File: src/core/t16_defs.svh
`ifndef T16_DEFS_SVH
`define T16_DEFS_SVH
// ***********************************************
// Register offsets on the 8-bit register port
// ***********************************************
`define T16_OFS_CNT_LO   4'h0
`define T16_OFS_CNT_HI   4'h1
`define T16_OFS_CAP_LO   4'h2
`define T16_OFS_CAP_HI   4'h3
`define T16_OFS_CTRL_A   4'h4
`define T16_OFS_CTRL_B   4'h5
`define T16_OFS_FLAGS    4'h6
`define T16_OFS_MASK     4'h7
`define T16_OFS_CMP_CS   4'h8
// ***********************************************
// Field positions
// ***********************************************
`define T16_B_NOISE_EN   7
`define T16_B_EDGE_SEL   6
`define T16_B_WGM_HI     4
`define T16_B_WGM_LO     3
`define T16_B_CS_HI      2
`define T16_B_CAP_FLAG   5
`define T16_B_OVF_FLAG   0
`define T16_B_CMP_SEL    2
// ***********************************************
// Reset values and fixed counts
// ***********************************************
`define T16_RST_BYTE     8'h00
`define T16_RST_WORD     16'h0000
`define T16_BOTTOM       16'h0000
`define T16_MAX          16'hFFFF
`define T16_TOP_8BIT     16'h00FF
`define T16_TOP_9BIT     16'h01FF
`define T16_TOP_10BIT    16'h03FF
`define T16_FILTER_LEN   4
`endif

File: src/core/t16_pkg.sv
package t16_pkg;
   typedef struct packed {
      logic [3:0] addr;
      logic [7:0] wdata;
      logic       wr;
      logic       rd;
   } t16_bus_req_type;

   typedef struct packed {
      logic irq_capture;
      logic irq_overflow;
   } t16_irq_type;

   typedef enum logic {
      T16_UP   = 1'b0,
      T16_DOWN = 1'b1
   } t16_dir_type;
endpackage : t16_pkg

File: src/core/t16_timer.sv
// Behaviour
// - High-byte access uses holding register; low read loads
// - Counter low write loads all sixteen bits
// - Counter clears, increments or decrements per tick
// - Clock select zero stops; counter stays accessible
// - CPU counter write beats clear or count
// - Four-bit waveform mode field sets counting sequence
// - Overflow flag set per mode; interrupts when enabled
// - Selected capture edge copies counter to capture
// - Capture flag set in same cycle as copy
// - Enabled capture flag interrupts; cleared on service
// - Writing one clears capture flag
// - Capture low read loads holding register
// - Capture writable only in capture-top modes
// - Comparator select bit switches capture source
// - Inputs synchronised; filter adds four cycles
// - Capture events off in capture-top modes; filter still runs
// - Filter changes after four agreeing samples
// - Filter enable bit; filter runs on system clock
// - Port-driven capture pin also captures
// - Bottom zero, max all ones, top per mode
`include "t16_defs.svh"

module t16_timer (
   input  wire logic                   CLK_SYS,
   input  wire logic                   RST_B,
   input  wire t16_pkg::t16_bus_req_type BUS_REQ,
   input  wire logic                   ACK_CAPTURE,
   input  wire logic                   ACK_OVERFLOW,
   input  wire logic                   CAPTURE_PIN,
   input  wire logic                   COMPARATOR_OUTPUT,
   input  wire logic                   EXTERNAL_CLOCK_PIN,
   output logic [7:0]                  RDATA,
   output t16_pkg::t16_irq_type        IRQ
);
   import t16_pkg::*;

   // ***********************************************
   // State
   // ***********************************************
   logic [15:0] count_value;
   logic [15:0] next_count_value;
   logic [15:0] capture_value;
   logic [15:0] next_capture_value;
   logic [7:0]  hold_byte;
   logic [7:0]  next_hold_byte;
   logic [7:0]  control_reg_a;
   logic [7:0]  next_control_reg_a;
   logic [7:0]  control_reg_b;
   logic [7:0]  next_control_reg_b;
   logic        capture_irq_enable;
   logic        next_capture_irq_enable;
   logic        overflow_irq_enable;
   logic        next_overflow_irq_enable;
   logic        comparator_capture_select;
   logic        next_comparator_capture_select;
   logic        capture_flag;
   logic        next_capture_flag;
   logic        overflow_flag;
   logic        next_overflow_flag;
   t16_dir_type dir;
   t16_dir_type next_dir;
   logic [9:0]  prescale;
   logic [9:0]  next_prescale;
   logic [7:0]  next_rdata;
   t16_irq_type next_irq;

   // Input synchronisers and capture path
   logic        pin_meta;
   logic        pin_sync;
   logic        cmp_meta;
   logic        cmp_sync;
   logic        ext_meta;
   logic        ext_sync;
   logic        ext_prev;
   logic [3:0]  filt_hist;
   logic [3:0]  next_filt_hist;
   logic        filt_out;
   logic        next_filt_out;
   logic        edge_prev;
   logic        next_edge_prev;

   // Decoded controls
   logic [3:0]  waveform_mode_field;
   logic [2:0]  clock_select_field;
   logic        noise_filter_enable;
   logic        edge_select;
   logic [15:0] top_value;
   logic        dual_slope;
   logic        top_flags;
   logic        cap_top_mode;
   logic        timer_tick;
   logic        cap_src;
   logic        edge_in;
   logic        capture_event;
   logic        ovf_set;
   logic        wr_cnt_lo;
   logic        wr_cap_lo;
   logic        bus_wr;
   logic        bus_rd;

   assign bus_wr = BUS_REQ.wr;
   assign bus_rd = BUS_REQ.rd;
   assign waveform_mode_field = {control_reg_b[`T16_B_WGM_HI:`T16_B_WGM_LO],
                                 control_reg_a[1:0]};
   assign clock_select_field  = control_reg_b[`T16_B_CS_HI:0];
   assign noise_filter_enable = control_reg_b[`T16_B_NOISE_EN];
   assign edge_select         = control_reg_b[`T16_B_EDGE_SEL];
   assign wr_cnt_lo = bus_wr && (BUS_REQ.addr == `T16_OFS_CNT_LO);
   assign wr_cap_lo = bus_wr && (BUS_REQ.addr == `T16_OFS_CAP_LO);

   // ***********************************************
   // Mode decode: top value, slope and overflow point
   // ***********************************************
   always_comb begin
      top_value    = `T16_MAX;
      dual_slope   = 1'b0;
      top_flags    = 1'b0;
      cap_top_mode = 1'b0;
      case (waveform_mode_field)
         4'h1: begin
            top_value  = `T16_TOP_8BIT;
            dual_slope = 1'b1;
         end
         4'h2: begin
            top_value  = `T16_TOP_9BIT;
            dual_slope = 1'b1;
         end
         4'h3: begin
            top_value  = `T16_TOP_10BIT;
            dual_slope = 1'b1;
         end
         4'h5: begin
            top_value = `T16_TOP_8BIT;
            top_flags = 1'b1;
         end
         4'h6: begin
            top_value = `T16_TOP_9BIT;
            top_flags = 1'b1;
         end
         4'h7: begin
            top_value = `T16_TOP_10BIT;
            top_flags = 1'b1;
         end
         4'h8, 4'hA: begin
            top_value    = capture_value;
            dual_slope   = 1'b1;
            cap_top_mode = 1'b1;
         end
         4'hC: begin
            top_value    = capture_value;
            cap_top_mode = 1'b1;
         end
         4'hE: begin
            top_value    = capture_value;
            top_flags    = 1'b1;
            cap_top_mode = 1'b1;
         end
         4'h9, 4'hB: begin
            dual_slope = 1'b1;
         end
         4'hF: begin
            top_flags = 1'b1;
         end
         default: begin
            top_value = `T16_MAX;
         end
      endcase
   end

   // ***********************************************
   // Timer tick from clock select
   // ***********************************************
   always_comb begin
      next_prescale = prescale + 10'h001;
      case (clock_select_field)
         3'h0:    timer_tick = 1'b0;
         3'h1:    timer_tick = 1'b1;
         3'h2:    timer_tick = (prescale[2:0] == 3'h7);
         3'h3:    timer_tick = (prescale[5:0] == 6'h3F);
         3'h4:    timer_tick = (prescale[7:0] == 8'hFF);
         3'h5:    timer_tick = (prescale == 10'h3FF);
         3'h6:    timer_tick = ext_prev && !ext_sync;
         default: timer_tick = !ext_prev && ext_sync;
      endcase
   end

   // ***********************************************
   // Capture source, noise filter, edge detector
   // ***********************************************
   always_comb begin
      cap_src = comparator_capture_select ? cmp_sync : pin_sync;
      next_filt_hist = {filt_hist[2:0], cap_src};
      next_filt_out  = filt_out;
      if (next_filt_hist == {`T16_FILTER_LEN{!filt_out}}) begin
         next_filt_out = !filt_out;
      end
      edge_in = noise_filter_enable ? filt_out : cap_src;
      next_edge_prev = edge_in;
      capture_event = 1'b0;
      if (!cap_top_mode) begin
         // Port-driven pin level arrives here like any edge
         capture_event = edge_select ? (edge_in && !edge_prev)
                                     : (!edge_in && edge_prev);
      end
   end

   // ***********************************************
   // Counter, capture and register file
   // ***********************************************
   always_comb begin
      next_count_value   = count_value;
      next_dir           = dir;
      next_capture_value = capture_value;
      next_hold_byte     = hold_byte;
      next_control_reg_a = control_reg_a;
      next_control_reg_b = control_reg_b;
      next_capture_irq_enable        = capture_irq_enable;
      next_overflow_irq_enable       = overflow_irq_enable;
      next_comparator_capture_select = comparator_capture_select;
      next_capture_flag  = capture_flag;
      next_overflow_flag = overflow_flag;
      next_rdata         = RDATA;
      ovf_set            = 1'b0;

      // Flag clears first so that a same-cycle set wins
      if (ACK_CAPTURE) begin
         next_capture_flag = 1'b0;
      end
      if (ACK_OVERFLOW) begin
         next_overflow_flag = 1'b0;
      end

      if (timer_tick) begin
         if (dual_slope) begin
            if (dir == T16_UP) begin
               if (count_value >= top_value) begin
                  next_dir         = T16_DOWN;
                  next_count_value = count_value - 16'h0001;
               end else begin
                  next_count_value = count_value + 16'h0001;
               end
            end else begin
               if (count_value == `T16_BOTTOM) begin
                  next_dir           = T16_UP;
                  next_count_value   = count_value + 16'h0001;
                  ovf_set            = 1'b1;
                  next_overflow_flag = 1'b1;
               end else begin
                  next_count_value = count_value - 16'h0001;
               end
            end
         end else begin
            next_dir = T16_UP;
            if (count_value >= top_value) begin
               next_count_value = `T16_BOTTOM;
               if (top_flags || count_value == `T16_MAX) begin
                  ovf_set            = 1'b1;
                  next_overflow_flag = 1'b1;
               end
            end else begin
               next_count_value = count_value + 16'h0001;
            end
         end
      end

      if (capture_event) begin
         next_capture_value = count_value;
         next_capture_flag  = 1'b1;
      end

      if (bus_rd) begin
         case (BUS_REQ.addr)
            `T16_OFS_CNT_LO: begin
               next_rdata     = count_value[7:0];
               next_hold_byte = count_value[15:8];
            end
            `T16_OFS_CAP_LO: begin
               next_rdata     = capture_value[7:0];
               next_hold_byte = capture_value[15:8];
            end
            `T16_OFS_CNT_HI, `T16_OFS_CAP_HI: begin
               next_rdata = hold_byte;
            end
            `T16_OFS_CTRL_A: next_rdata = control_reg_a;
            `T16_OFS_CTRL_B: next_rdata = control_reg_b;
            `T16_OFS_FLAGS: begin
               next_rdata = `T16_RST_BYTE;
               next_rdata[`T16_B_CAP_FLAG] = capture_flag;
               next_rdata[`T16_B_OVF_FLAG] = overflow_flag;
            end
            `T16_OFS_MASK: begin
               next_rdata = `T16_RST_BYTE;
               next_rdata[`T16_B_CAP_FLAG] = capture_irq_enable;
               next_rdata[`T16_B_OVF_FLAG] = overflow_irq_enable;
            end
            `T16_OFS_CMP_CS: begin
               next_rdata = `T16_RST_BYTE;
               next_rdata[`T16_B_CMP_SEL] = comparator_capture_select;
            end
            default: next_rdata = `T16_RST_BYTE;
         endcase
      end

      if (bus_wr) begin
         case (BUS_REQ.addr)
            `T16_OFS_CNT_HI, `T16_OFS_CAP_HI: begin
               next_hold_byte = BUS_REQ.wdata;
            end
            `T16_OFS_CTRL_A: next_control_reg_a = BUS_REQ.wdata;
            `T16_OFS_CTRL_B: next_control_reg_b = BUS_REQ.wdata;
            `T16_OFS_FLAGS: begin
               if (BUS_REQ.wdata[`T16_B_CAP_FLAG] && !capture_event) begin
                  next_capture_flag = 1'b0;
               end
               // A set in the same cycle wins over the clear
               if (BUS_REQ.wdata[`T16_B_OVF_FLAG] && !ovf_set) begin
                  next_overflow_flag = 1'b0;
               end
            end
            `T16_OFS_MASK: begin
               next_capture_irq_enable  = BUS_REQ.wdata[`T16_B_CAP_FLAG];
               next_overflow_irq_enable = BUS_REQ.wdata[`T16_B_OVF_FLAG];
            end
            `T16_OFS_CMP_CS: begin
               next_comparator_capture_select =
                  BUS_REQ.wdata[`T16_B_CMP_SEL];
            end
            default: begin
               next_hold_byte = hold_byte;
            end
         endcase
      end

      if (wr_cnt_lo) begin
         // Overrides any clear or count computed above
         next_count_value = {hold_byte, BUS_REQ.wdata};
      end
      if (wr_cap_lo && cap_top_mode) begin
         next_capture_value = {hold_byte, BUS_REQ.wdata};
      end

      next_irq.irq_capture  = next_capture_flag
                              && next_capture_irq_enable;
      next_irq.irq_overflow = next_overflow_flag
                              && next_overflow_irq_enable;
   end

   // ***********************************************
   // Registers
   // ***********************************************
   always_ff @(posedge CLK_SYS or negedge RST_B) begin
      if (!RST_B) begin
         pin_meta  <= 1'b0;
         pin_sync  <= 1'b0;
         cmp_meta  <= 1'b0;
         cmp_sync  <= 1'b0;
         ext_meta  <= 1'b0;
         ext_sync  <= 1'b0;
         ext_prev  <= 1'b0;
         filt_hist <= 4'h0;
         filt_out  <= 1'b0;
         edge_prev <= 1'b0;
         prescale  <= 10'h000;
         count_value   <= `T16_RST_WORD;
         capture_value <= `T16_RST_WORD;
         hold_byte     <= `T16_RST_BYTE;
         control_reg_a <= `T16_RST_BYTE;
         control_reg_b <= `T16_RST_BYTE;
         dir           <= T16_UP;
         capture_irq_enable        <= 1'b0;
         overflow_irq_enable       <= 1'b0;
         comparator_capture_select <= 1'b0;
         capture_flag  <= 1'b0;
         overflow_flag <= 1'b0;
         RDATA         <= `T16_RST_BYTE;
         IRQ           <= '0;
      end else begin
         pin_meta  <= CAPTURE_PIN;
         pin_sync  <= pin_meta;
         cmp_meta  <= COMPARATOR_OUTPUT;
         cmp_sync  <= cmp_meta;
         ext_meta  <= EXTERNAL_CLOCK_PIN;
         ext_sync  <= ext_meta;
         ext_prev  <= ext_sync;
         filt_hist <= next_filt_hist;
         filt_out  <= next_filt_out;
         edge_prev <= next_edge_prev;
         prescale  <= next_prescale;
         count_value   <= next_count_value;
         capture_value <= next_capture_value;
         hold_byte     <= next_hold_byte;
         control_reg_a <= next_control_reg_a;
         control_reg_b <= next_control_reg_b;
         dir           <= next_dir;
         capture_irq_enable        <= next_capture_irq_enable;
         overflow_irq_enable       <= next_overflow_irq_enable;
         comparator_capture_select <= next_comparator_capture_select;
         capture_flag  <= next_capture_flag;
         overflow_flag <= next_overflow_flag;
         RDATA         <= next_rdata;
         IRQ           <= next_irq;
      end
   end
endmodule : t16_timer

File: config.mk
export PLATFORM = sky130hd
export DESIGN_NAME = t16_timer
export DESIGN_NICKNAME = d
export VERILOG_FILES = /design/src/core/t16_pkg.sv /design/src/core/t16_timer.sv
export VERILOG_INCLUDE_DIRS = /design/src /design/src/core
export SDC_FILE = /design/constraint.sdc
export NUM_CORES = 1
export LEC_CHECK = 0
export ABC_AREA = 1
export BUFFER_PORTS_ARGS = -buffer_cell sky130_fd_sc_hd__buf_4
export CAP_MARGIN = 25
export CORE_ASPECT_RATIO = 1.2
export CORE_MARGIN = 3
export CORE_UTILIZATION = 40
export CTS_CLUSTER_SIZE = 28
export DETAILED_ROUTE_END_ITERATION = 7
export GPL_TIMING_DRIVEN = 0
export PLACE_DENSITY = 0.61
export SYNTH_ARGS = -nofsm -noshare
export SYNTH_HDL_FRONTEND = slang
export SYNTH_SLANG_ARGS = --single-unit
File: constraint.sdc
create_clock -name CLK_SYS -period 2.4 [get_ports CLK_SYS]
set_clock_uncertainty 0.15 [all_clocks]
set_input_delay 0.48 -clock CLK_SYS [delete_from_list [all_inputs] [get_ports CLK_SYS]]
set_output_delay 0.48 -clock CLK_SYS [all_outputs]
set_load 0.1 [all_outputs]
-- Word-level counts from Yosys, hierarchy flattened
Cells that the tools add are included.
- RAM bits: 0
- bits in registers: 94
- logic and storage cells: 150
- input bits: 21
- memories: 0
- latch bits: 0
- memory bits (read-only): 0
- multipliers: 0
- bitwise gates (word level): 0
- order comparisons: 1
- multiplexer cells: 52
- $add $sub $neg: 3
- equal/unequal tests: 34
- div/mod/pow operators: 0
- shift operators: 0
- reduce and logical (&&, ||, !) cells: 35
- operators by type and width (cell ; count):
    $mux 16 ; 9
    $pmux 16 s4 ; 1
    $pmux 8 s8 ; 1
    $mux 1 ; 36
    $eq 4x4->1 const B ; 8
    $pmux 8 s2 ; 2
    $eq 4x3->1 const B ; 7
    $add 16x1->16 const B ; 1
    $eq 16x16->1 const B ; 1
    $eq 4x2->1 const B ; 4
    $ge 16x16->1 ; 1
    $logic_not 16->1 ; 1
    $mux 8 ; 2
    $sub 16x1->16 const B ; 1
    $eq 3x3->1 const B ; 4
    $logic_and 1x1->1 ; 11
    $add 10x1->10 const B ; 1
    $eq 10x10->1 const B ; 1
    $reduce_or 5->1 ; 2
    $eq 4x1->1 const B ; 2
    $eq 8x8->1 const B ; 1
    $reduce_or 2->1 ; 4
    $logic_not 1->1 ; 7
    $pmux 1 s7 ; 1
    12 further kinds ; 16

-- Depth between registers and ports, before layout
Gate-level depths: netlist of run 1.
- depth in word-level cells: 14
- depth in mapped cells: 18

-- Least setup slack after synthesis of run 1
OpenSTA, ideal clock, no wires.
- path type: reg2reg
- start point: reg control_reg_b[4]
- end point: reg count_value[10]
- data required time: 2.134 ns
- stages on the path, launching flop included: 15
- setup time: 0.116 ns
- setup slack: -0.070 ns
- arrival time: 2.204 ns
- cell sequence: dfrtp_1 -> nor2_1 -> inv_1 -> a21oi_1 -> a21oi_1 -> ha_1 -> a21oi_1 -> o21ai_0 -> nor2_1 -> nand3_1 -> buf_2 -> nand3_1 -> nand3_1 -> nand2_1 -> nand2_1
- longest elaborated chain between the ends: 9
- elaborated cells on any way between the ends: 26
- those cells by class: 1 x order compare; 12 x eq/ne; 8 x mux; 5 x reduce/logical
- ends and longest elaborated chain (element ; RTL line ; text):
    from (decl) ; t16_timer.sv:49 ; logic [7:0] control_reg_b;
    from (signal assigned) ; t16_timer.sv:369 ; control_reg_b <= `T16_RST_BYTE;
    from (signal assigned) ; t16_timer.sv:394 ; control_reg_b <= next_control_reg_b;
    $eq 4x4->1 (tied with other cells) ; t16_timer.sv:120 ; case (waveform_mode_field)
    $reduce_or 4->1 (no source line) or $reduce_or 2->1 (tied branches) ; - ;
    $pmux 16 s4 ; t16_timer.sv:120 ;
    $ge 16x16->1 ; t16_timer.sv:237, t16_timer.sv:255 ;
    $mux 16 ; t16_timer.sv:237 ; if (count_value >= top_value) begin
    $mux 16 ; t16_timer.sv:236 ; if (dir == T16_UP) begin
    $mux 16 (*) ; t16_timer.sv:235 ; if (dual_slope) begin
    $mux 16 (*) ; t16_timer.sv:234 ; if (timer_tick) begin
    $mux 16 (*) ; t16_timer.sv:335 ; if (wr_cnt_lo) begin
    to (signal assigned) ; t16_timer.sv:365 ; count_value <= `T16_RST_WORD;
    to (signal assigned) ; t16_timer.sv:390 ; count_value <= next_count_value;
    to (decl) ; t16_timer.sv:41 ; logic [15:0] count_value;
Mark *: on every way between the ends. The rest lies on a longest branch, timed or not. The select of a mux whose other input is x is not followed.
A chain may end at the register's enable or synchronous reset.

-- Worst setup path after layout of run 1
- start point: reg control_reg_a[1]
- end point: reg count_value[5]
- longest elaborated chain between the ends: 9
- elaborated cells on any way between the ends: 26
- those cells by class: 1 x order compare; 12 x eq/ne; 8 x mux; 5 x reduce/logical
- ends and longest elaborated chain (element ; RTL line ; text):
    from (decl) ; t16_timer.sv:47 ; logic [7:0] control_reg_a;
    from (signal assigned) ; t16_timer.sv:368 ; control_reg_a <= `T16_RST_BYTE;
    from (signal assigned) ; t16_timer.sv:393 ; control_reg_a <= next_control_reg_a;
    $eq 4x4->1 (tied with other cells) ; t16_timer.sv:120 ;
    $reduce_or 4->1 (no source line) or $reduce_or 2->1 (tied branches) ; - ;
    $pmux 16 s4 ; t16_timer.sv:120 ;
    $ge 16x16->1 ; t16_timer.sv:237, t16_timer.sv:255 ;
    $mux 16 ; t16_timer.sv:237 ;
    $mux 16 ; t16_timer.sv:236 ;
    $mux 16 (*) ; t16_timer.sv:235 ;
    $mux 16 (*) ; t16_timer.sv:234 ;
    $mux 16 (*) ; t16_timer.sv:335 ;
Marked as above.

==> summary.txt, run 1 <==
Status
  • Status: complete, but fails checks
  • Failing checks: negative hold slack, negative setup slack

Cells and area
  • Final Util: 49.3%
  • Syn-to-layout area delta: 18.4%
  • Fin area: 0.00726 mm²
  • Most frequent cells in the layout: nand2_1, dfrtp_1, inv_1
  • Most common cell after layout, fill and taps aside: nand2_1
  • Share of post-route cells with drive strength above 1: 24.8%
  • Final layout net count: 894
  • Fin cells: 1,056
  • Ant diodes: 0

Timing
  • Tmin final: 2.67 ns
  • RSZ-0062 raised after global routing: true
  • # setup viols final: 19
  • Period utilization: 111%
  • Fin. Hold Viols: 27
  • Fin Hold WS: -0.0205 ns
  • Worst-margin pin slew: 0.592 ns
  • Fin worst setup slack: -0.275 ns
  • Slew margin rel.: 60.6%
  • Fmax achieved: 374 MHz
  • Pins over their slew limit: 0

Synthesis
  • Post-synth EDFFs: 0
  • Seq/Total Area, Yosys: 38.4%
  • Synthesized area per cell: 7.62 µm²
  • Yosys warns: 0
  • Synthesized flop and latch total: 94
  • Biggest area consumer among synthesized cells: dfrtp_1
  • Post-synth top area share: 38.4%
  • Count of cell types in the netlist: 50
  • Async S/R FF share, synth: 100%
  • Most used DFF post-synth: dfrtp_1
  • Mapped Cells: 804
  • Synth area leaders: dfrtp_1, nand2_1, nand3_1
  • Synth Net Count: 846
  • Cell area after synthesis: 0.00613 mm²

Critical path
  • Crit-path max FO: 6
  • Critical Path RT: 2.54 ns
  • Critical R2R Launch: control_reg_a[1]
  • R2R Setup Slk: -0.27 ns
  • Crit end category: flip-flop
  • CP Capture Point: count_value[5]
  • CP Class: flip-flop to flip-flop
  • Critical Path Start: control_reg_a[1]
  • Worst r2r dst: count_value[5]
  • WP data arrival: 2.81 ns
  • Critical Path Start Type: flip-flop
  • Reg2Reg Depth: 14

Global route
  • Total congestion overflow: 0
  • GRT Overall Usage: 22.4%
  • Global-route wire length before repair: 29.6 mm
  • Initial antenna violation count: 0
  • Vias in the first global route: 5,437
  • Largest net degree at the start of global routing: 53

Clock network
  • CTS Root Cell: clkbuf_16
  • Clock-pin slew on the worst setup and hold paths: 0.07 ns
  • CTS tree: done
  • Worst-Skew Late Latency: 0.35 ns
  • CTS sink count: 94
  • CTS Buffer Depth: 2
  • CTS buffer count: 9
  • H-tree Lvls: 3
  • Hold buffer count at CTS: 0

Power and ir drop
  • Largest vdd supply drop: 0.514 mV
  • P_leak: 3.50 nW
  • Power per Cell Area: 1090 mW/mm²
  • Total Power: 7.90 mW

Route
  • Detailed Route WL: 18.5 mm
  • Via/cell ratio: 5.33
  • Antenna-violating nets left: 0
  • DR pass1 iterations: 5
  • DRC Markers: 0
  • WL per Instance: 17.5 µm
  • Iteration-0 DRC Markers: 495
  • Via Count: 5,631

Placed design
  • Placed inst area: 0.00661 mm²
  • DP Wirelength: 13.9 mm
  • Dpl cells: 1,032
  • Port-buffer cells: 27
  • Gpl congestion: 0.915

Floorplanning
  • DIE AREA: 0.0169 mm²
  • Row cnt: 48
  • Initial core utilization: 41.7%
  • Die width: 119 µm
  • Chip Height: 142 µm
  • IO Count: 31
  • Core Footprint: 0.0147 mm²

Job
  • Max-cap violation count: 0

Worst hold path
  • Hold Path Class: input pin to asynchronous set/reset pin
-- layout make-up --
type,count,area [µm²]
inverter,100,385
tap,200,250
timing repair buffer,37,322
multi-input combinational,584,3490
buffer,26,184
clock buffer,9,225
fill,1455,7460
clock inverter,6,45.0
sequential,94,2360
-- worst min-delay path by stage --
stage	endpoint	slack, ns	startpoint
2_1_floorplan	IRQ[0]	0.03	RST_B
3_3_place_gp	cmp_sync	0.18	cmp_meta
3_5_place_dp	cmp_sync	0.19	cmp_meta
4_1_cts	prescale[5]	0.001	RST_B
5_1_grt	prescale[3]	0.02	RST_B
6_report	prescale[5]	-0.02	RST_B
-- logic make-up after synthesis --
| family | share of synthesized area, % |
|---|---|
| AOI/OAI and AO/OA | 15.0 |
| xor gates and xnor gates | 4.43 |
| adders and majority gates | 4.29 |
| buffers and inverters | 9.00 |
| DFF | 38.4 |
| and+or+nand+nor | 28.9 |
-- Yosys cell counts (2+ instances only) --
cell and number:
buf_6 6, or2_0 3, nor2_2 8, nor2_1 41, xor2_1 30, nand3b_1 3
ha_1 21, nand3_2 3, nand3_1 61, inv_1 77, o221ai_1 2, o21ai_0 45
nor2_4 5, nand4_1 8, o2111ai_1 2, nand2_4 4, clkbuf_1 5, o211ai_1 3
o22ai_1 21, nor3_1 10, o21ai_2 12, clkinv_1 2, nor3_2 4, a21oi_1 40
buf_2 13, o21ai_1 10, nand2_1 216, dfrtp_1 94, a221oi_1 5, nand2_2 10
inv_2 20, nand3_4 2
-- stage by stage --
step	hold slack [ns]	setup WS [ns]	setup TNS, ns
finish	-0.0205	-0.275	-4.04
floorplan	0.0344	0.0136	0
global placement	0.181	-0.670	-10.47
CTS	0.00116	-0.247	-3.78
detailed placement	0.192	-0.655	-10.62
global route	0.0240	-0.353	-5.71
-- repair_timing --
item / 4_1_cts / 5_1_grt
pin swaps: 21 / 30
setup buffers: 6 / 2
gates resized for setup: 33 / 50
gates cloned: 1 / 0
endpoints found under the setup margin: 19 / 19
-- worst max-delay path: stages (launching register included) --
cell	delay, ns
dfrtp_2	0.45
nor2_4	0.14
inv_2	0.07
a21oi_4	0.27
a21oi_2	0.05
ha_1	0.32
nand4_1	0.22
nor2_2	0.19
nand2_2	0.11
nand3_4	0.16
buf_8	0.15
nand3_4	0.07
nand2_2	0.07
nand3_2	0.08
nand2_2	0.09
-- power breakdown --
group | leakage, nW | internal, mW | switching, mW
clock | 0.136 | 0.705 | 0.650
combinational | 2.18 | 1.46 | 2.67
sequential | 1.19 | 1.97 | 0.449
total | 3.50 | 4.13 | 3.77
-- sequential cells by signal, indices dropped and copies added (netlist names), 2 cells and up --
register,cells
prescale,10
capture_value,16
RDATA,8
IRQ,2
control_reg_b,8
hold_byte,8
count_value,16
control_reg_a,8
filt_hist,3
-- metal layers --
layer | vias to the layer above | routed length (µm) | GRT usage, %
met5 | - | 0 | 0
met4 | 0 | 653 | 9.64
met3 | 58 | 861 | 2.91
met2 | 192 | 8940 | 36.5
met1 | 2638 | 8070 | 29.9
li1 | 2743 | - | -
No activity file was read; power rests on OpenSTA's default activity.
==> inputs of run 2 (changes only) <==
--- a/config.mk
+++ b/config.mk
@@ -11,11 +11,11 @@
 export CAP_MARGIN = 25
 export CORE_ASPECT_RATIO = 1.2
 export CORE_MARGIN = 3
-export CORE_UTILIZATION = 40
+export CORE_UTILIZATION = 56
 export CTS_CLUSTER_SIZE = 28
 export DETAILED_ROUTE_END_ITERATION = 7
 export GPL_TIMING_DRIVEN = 0
-export PLACE_DENSITY = 0.61
+export PLACE_DENSITY = 0.8
 export SYNTH_ARGS = -nofsm -noshare
 export SYNTH_HDL_FRONTEND = slang
 export SYNTH_SLANG_ARGS = --single-unit
==> run 2 against run 1 <==
  * The run ends with negative setup slack left
  * Critical path depth increased by 1
  * Register-to-register slack improved by 0.03 ns
  * Die area shrank 27%
  * Utilization grew 19 points
  * Sequential share of layout area is 0.18 points higher
  * First-iteration DRC count increased by 6.5%
  * Largest cell class unchanged
  * Highest routed layer unchanged
==> summary.txt, run 2 (synthesized netlist as in run 1, its figures left out) <==
Status
  • Status: complete, but fails checks
  • Failing checks: negative setup slack

Timing
  • Period utilization: 110%
  • # setup viols final: 18
  • Fin. Hold Viols: 0
  • Worst-margin pin slew: 0.488 ns
  • Fmax achieved: 378 MHz
  • Fin worst setup slack: -0.243 ns
  • Tmin final: 2.64 ns
  • Pins over their slew limit: 0
  • Slew margin rel.: 67.2%
  • Fin Hold WS: 0.0901 ns
  • RSZ-0062 raised after global routing: true

Route
  • Via Count: 5,995
  • DR pass1 iterations: 7
  • Detailed Route WL: 18.7 mm
  • WL per Instance: 19.0 µm
  • Via/cell ratio: 6.07
  • DRC Markers: 0
  • Antenna-violating nets left: 0
  • Iteration-0 DRC Markers: 527

Floorplanning
  • Row cnt: 41
  • DIE AREA: 0.0122 mm²
  • Die width: 102 µm
  • Core Footprint: 0.0106 mm²
  • Initial core utilization: 57.7%
  • IO Count: 31
  • Chip Height: 121 µm

Cells and area
  • Ant diodes: 0
  • Most frequent cells in the layout: nand2_1, dfrtp_1, inv_1
  • Syn-to-layout area delta: 17.8%
  • Largest registers: capture_value (16), count_value (16), prescale (10)
  • Fin area: 0.00722 mm²
  • Most common cell after layout, fill and taps aside: nand2_1
  • Final layout net count: 896
  • Share of post-route cells with drive strength above 1: 24.7%
  • FILL cells: 895

Critical path
  • Critical R2R Launch: control_reg_a[0]
  • R2R Setup Slk: -0.24 ns
  • Critical Path Max Stage Delay: 0.48 ns
  • Crit end category: flip-flop
  • Worst r2r dst: count_value[5]
  • Cell family with most CP delay: simple AND/OR/NAND/NOR gates
  • Reg2Reg Depth: 15
  • Critical Path Start Type: flip-flop
  • Crit-path max FO: 6
  • Cells along the critical path: inv_4 > nor2_2 > a21oi_4 > buf_6 > a21oi_2 > ha_1 > nand4_1 > nor2_2 > nand2_4 > nand3_4 > buf_6 > nand3_2 > nand2_2 > nand3_2 > nand2_2
  • Critical Path RT: 2.54 ns
  • CP Class: flip-flop to flip-flop
  • WP data arrival: 2.78 ns
  • Critical path's slowest cell: dfrtp_2
  • Worst path bufs/invs: 3

Global route
  • Initial antenna violation count: 0
  • Global-route wire length before repair: 29.7 mm
  • GRT Overall Usage: 31.5%
  • Vias in the first global route: 5,860
  • Largest net degree at the start of global routing: 70
  • Total congestion overflow: 0

Clock network
  • CTS Buffer Depth: 2
  • CTS buffer count: 9
  • CTS tree: done
  • H-tree Lvls: 3
  • Clock-pin slew on the worst setup and hold paths: 0.07 ns
  • CTS sink count: 94
  • CTS Root Cell: clkbuf_16
  • Worst-Skew Late Latency: 0.35 ns

Placed design
  • Gpl congestion: 0.971
  • Placed inst area: 0.00653 mm²
  • DP Wirelength: 13.7 mm
  • Port-buffer cells: 27

Worst hold path
  • Hold depth: 1
  • Hold Crit Start: CAPTURE_PIN
  • WHS Endpoint: pin_meta
  • Hold Path Class: input pin to flip-flop

Power and ir drop
  • Power per Cell Area: 1110 mW/mm²
  • Total Power: 8.00 mW
  • P_leak: 3.56 nW
  • Largest vdd supply drop: 0.745 mV

Job
  • Max-cap violation count: 0
run 2: cell types whose count changed in the layout (fill, tap and decap cells not counted), sizes merged:
| cell | change |
|---|---|
| clkbuf | +4 |
| clkinv | -4 |
| buf | +1 |
| clkinvlp | +1 |
| dlygate4sd3 | +1 |
run 2: layout make-up:
cell class,count,area (µm²),area share (%)
well taps,129,161,2.24
multi-input cells,584,3490,48.3
clock inverters,3,25.0,0.347
repair buffers,39,343,4.75
inverters,100,385,5.34
plain buffers,26,180,2.50
flip-flops and latches,94,2360,32.6
clock buffers,13,280,3.88
run 2: repair_timing:
action	CTS	global route
gates cloned	1	0
pin swaps	15	29
hold buffers	1	0
gates resized for setup	35	46
endpoints found under the setup margin	19	19
buffers inserted	5	4
hold endpoints to repair	25	0
run 2: worst max-delay path by stage:
stage / from / cells past startpoint / slack (ns) / to
final: control_reg_a[0] / 15 / -0.24 / count_value[5]
after CTS: control_reg_b[4] / 14 / -0.19 / count_value[1]
after floorplan: control_reg_b[4] / 14 / 0.01 / count_value[10]
after global placement: control_reg_b[4] / 14 / -0.58 / count_value[4]
after global routing: control_reg_a[0] / 15 / -0.32 / count_value[5]
after detailed placement: control_reg_b[4] / 14 / -0.66 / count_value[4]
run 2: routing by layer:
metal  GRT usage [%]  wire (µm)  up-vias
li1                -          -     2745
met1            39.3       7130     2870
met4            17.5        919        0
met2            52.4       9400      310
met5               0          0        -
met3            3.98       1300       70
run 2: stage by stage:
step,setup TNS (ns),utilization [%],instances,setup slack (ns)
finish,-3.32,68.0,988,-0.243
global route,-5.15,68.0,988,-0.324
CTS,-2.79,66.1,984,-0.190
detailed placement,-10.77,61.4,961,-0.664
global placement,-9.16,61.2,960,-0.578
floorplan,0,-,804,0.0136
run 2: where the power goes:
part	switching, mW	internal, mW
Clock	0.627	0.822
Sequential	0.452	1.97
Combinational	2.69	1.44
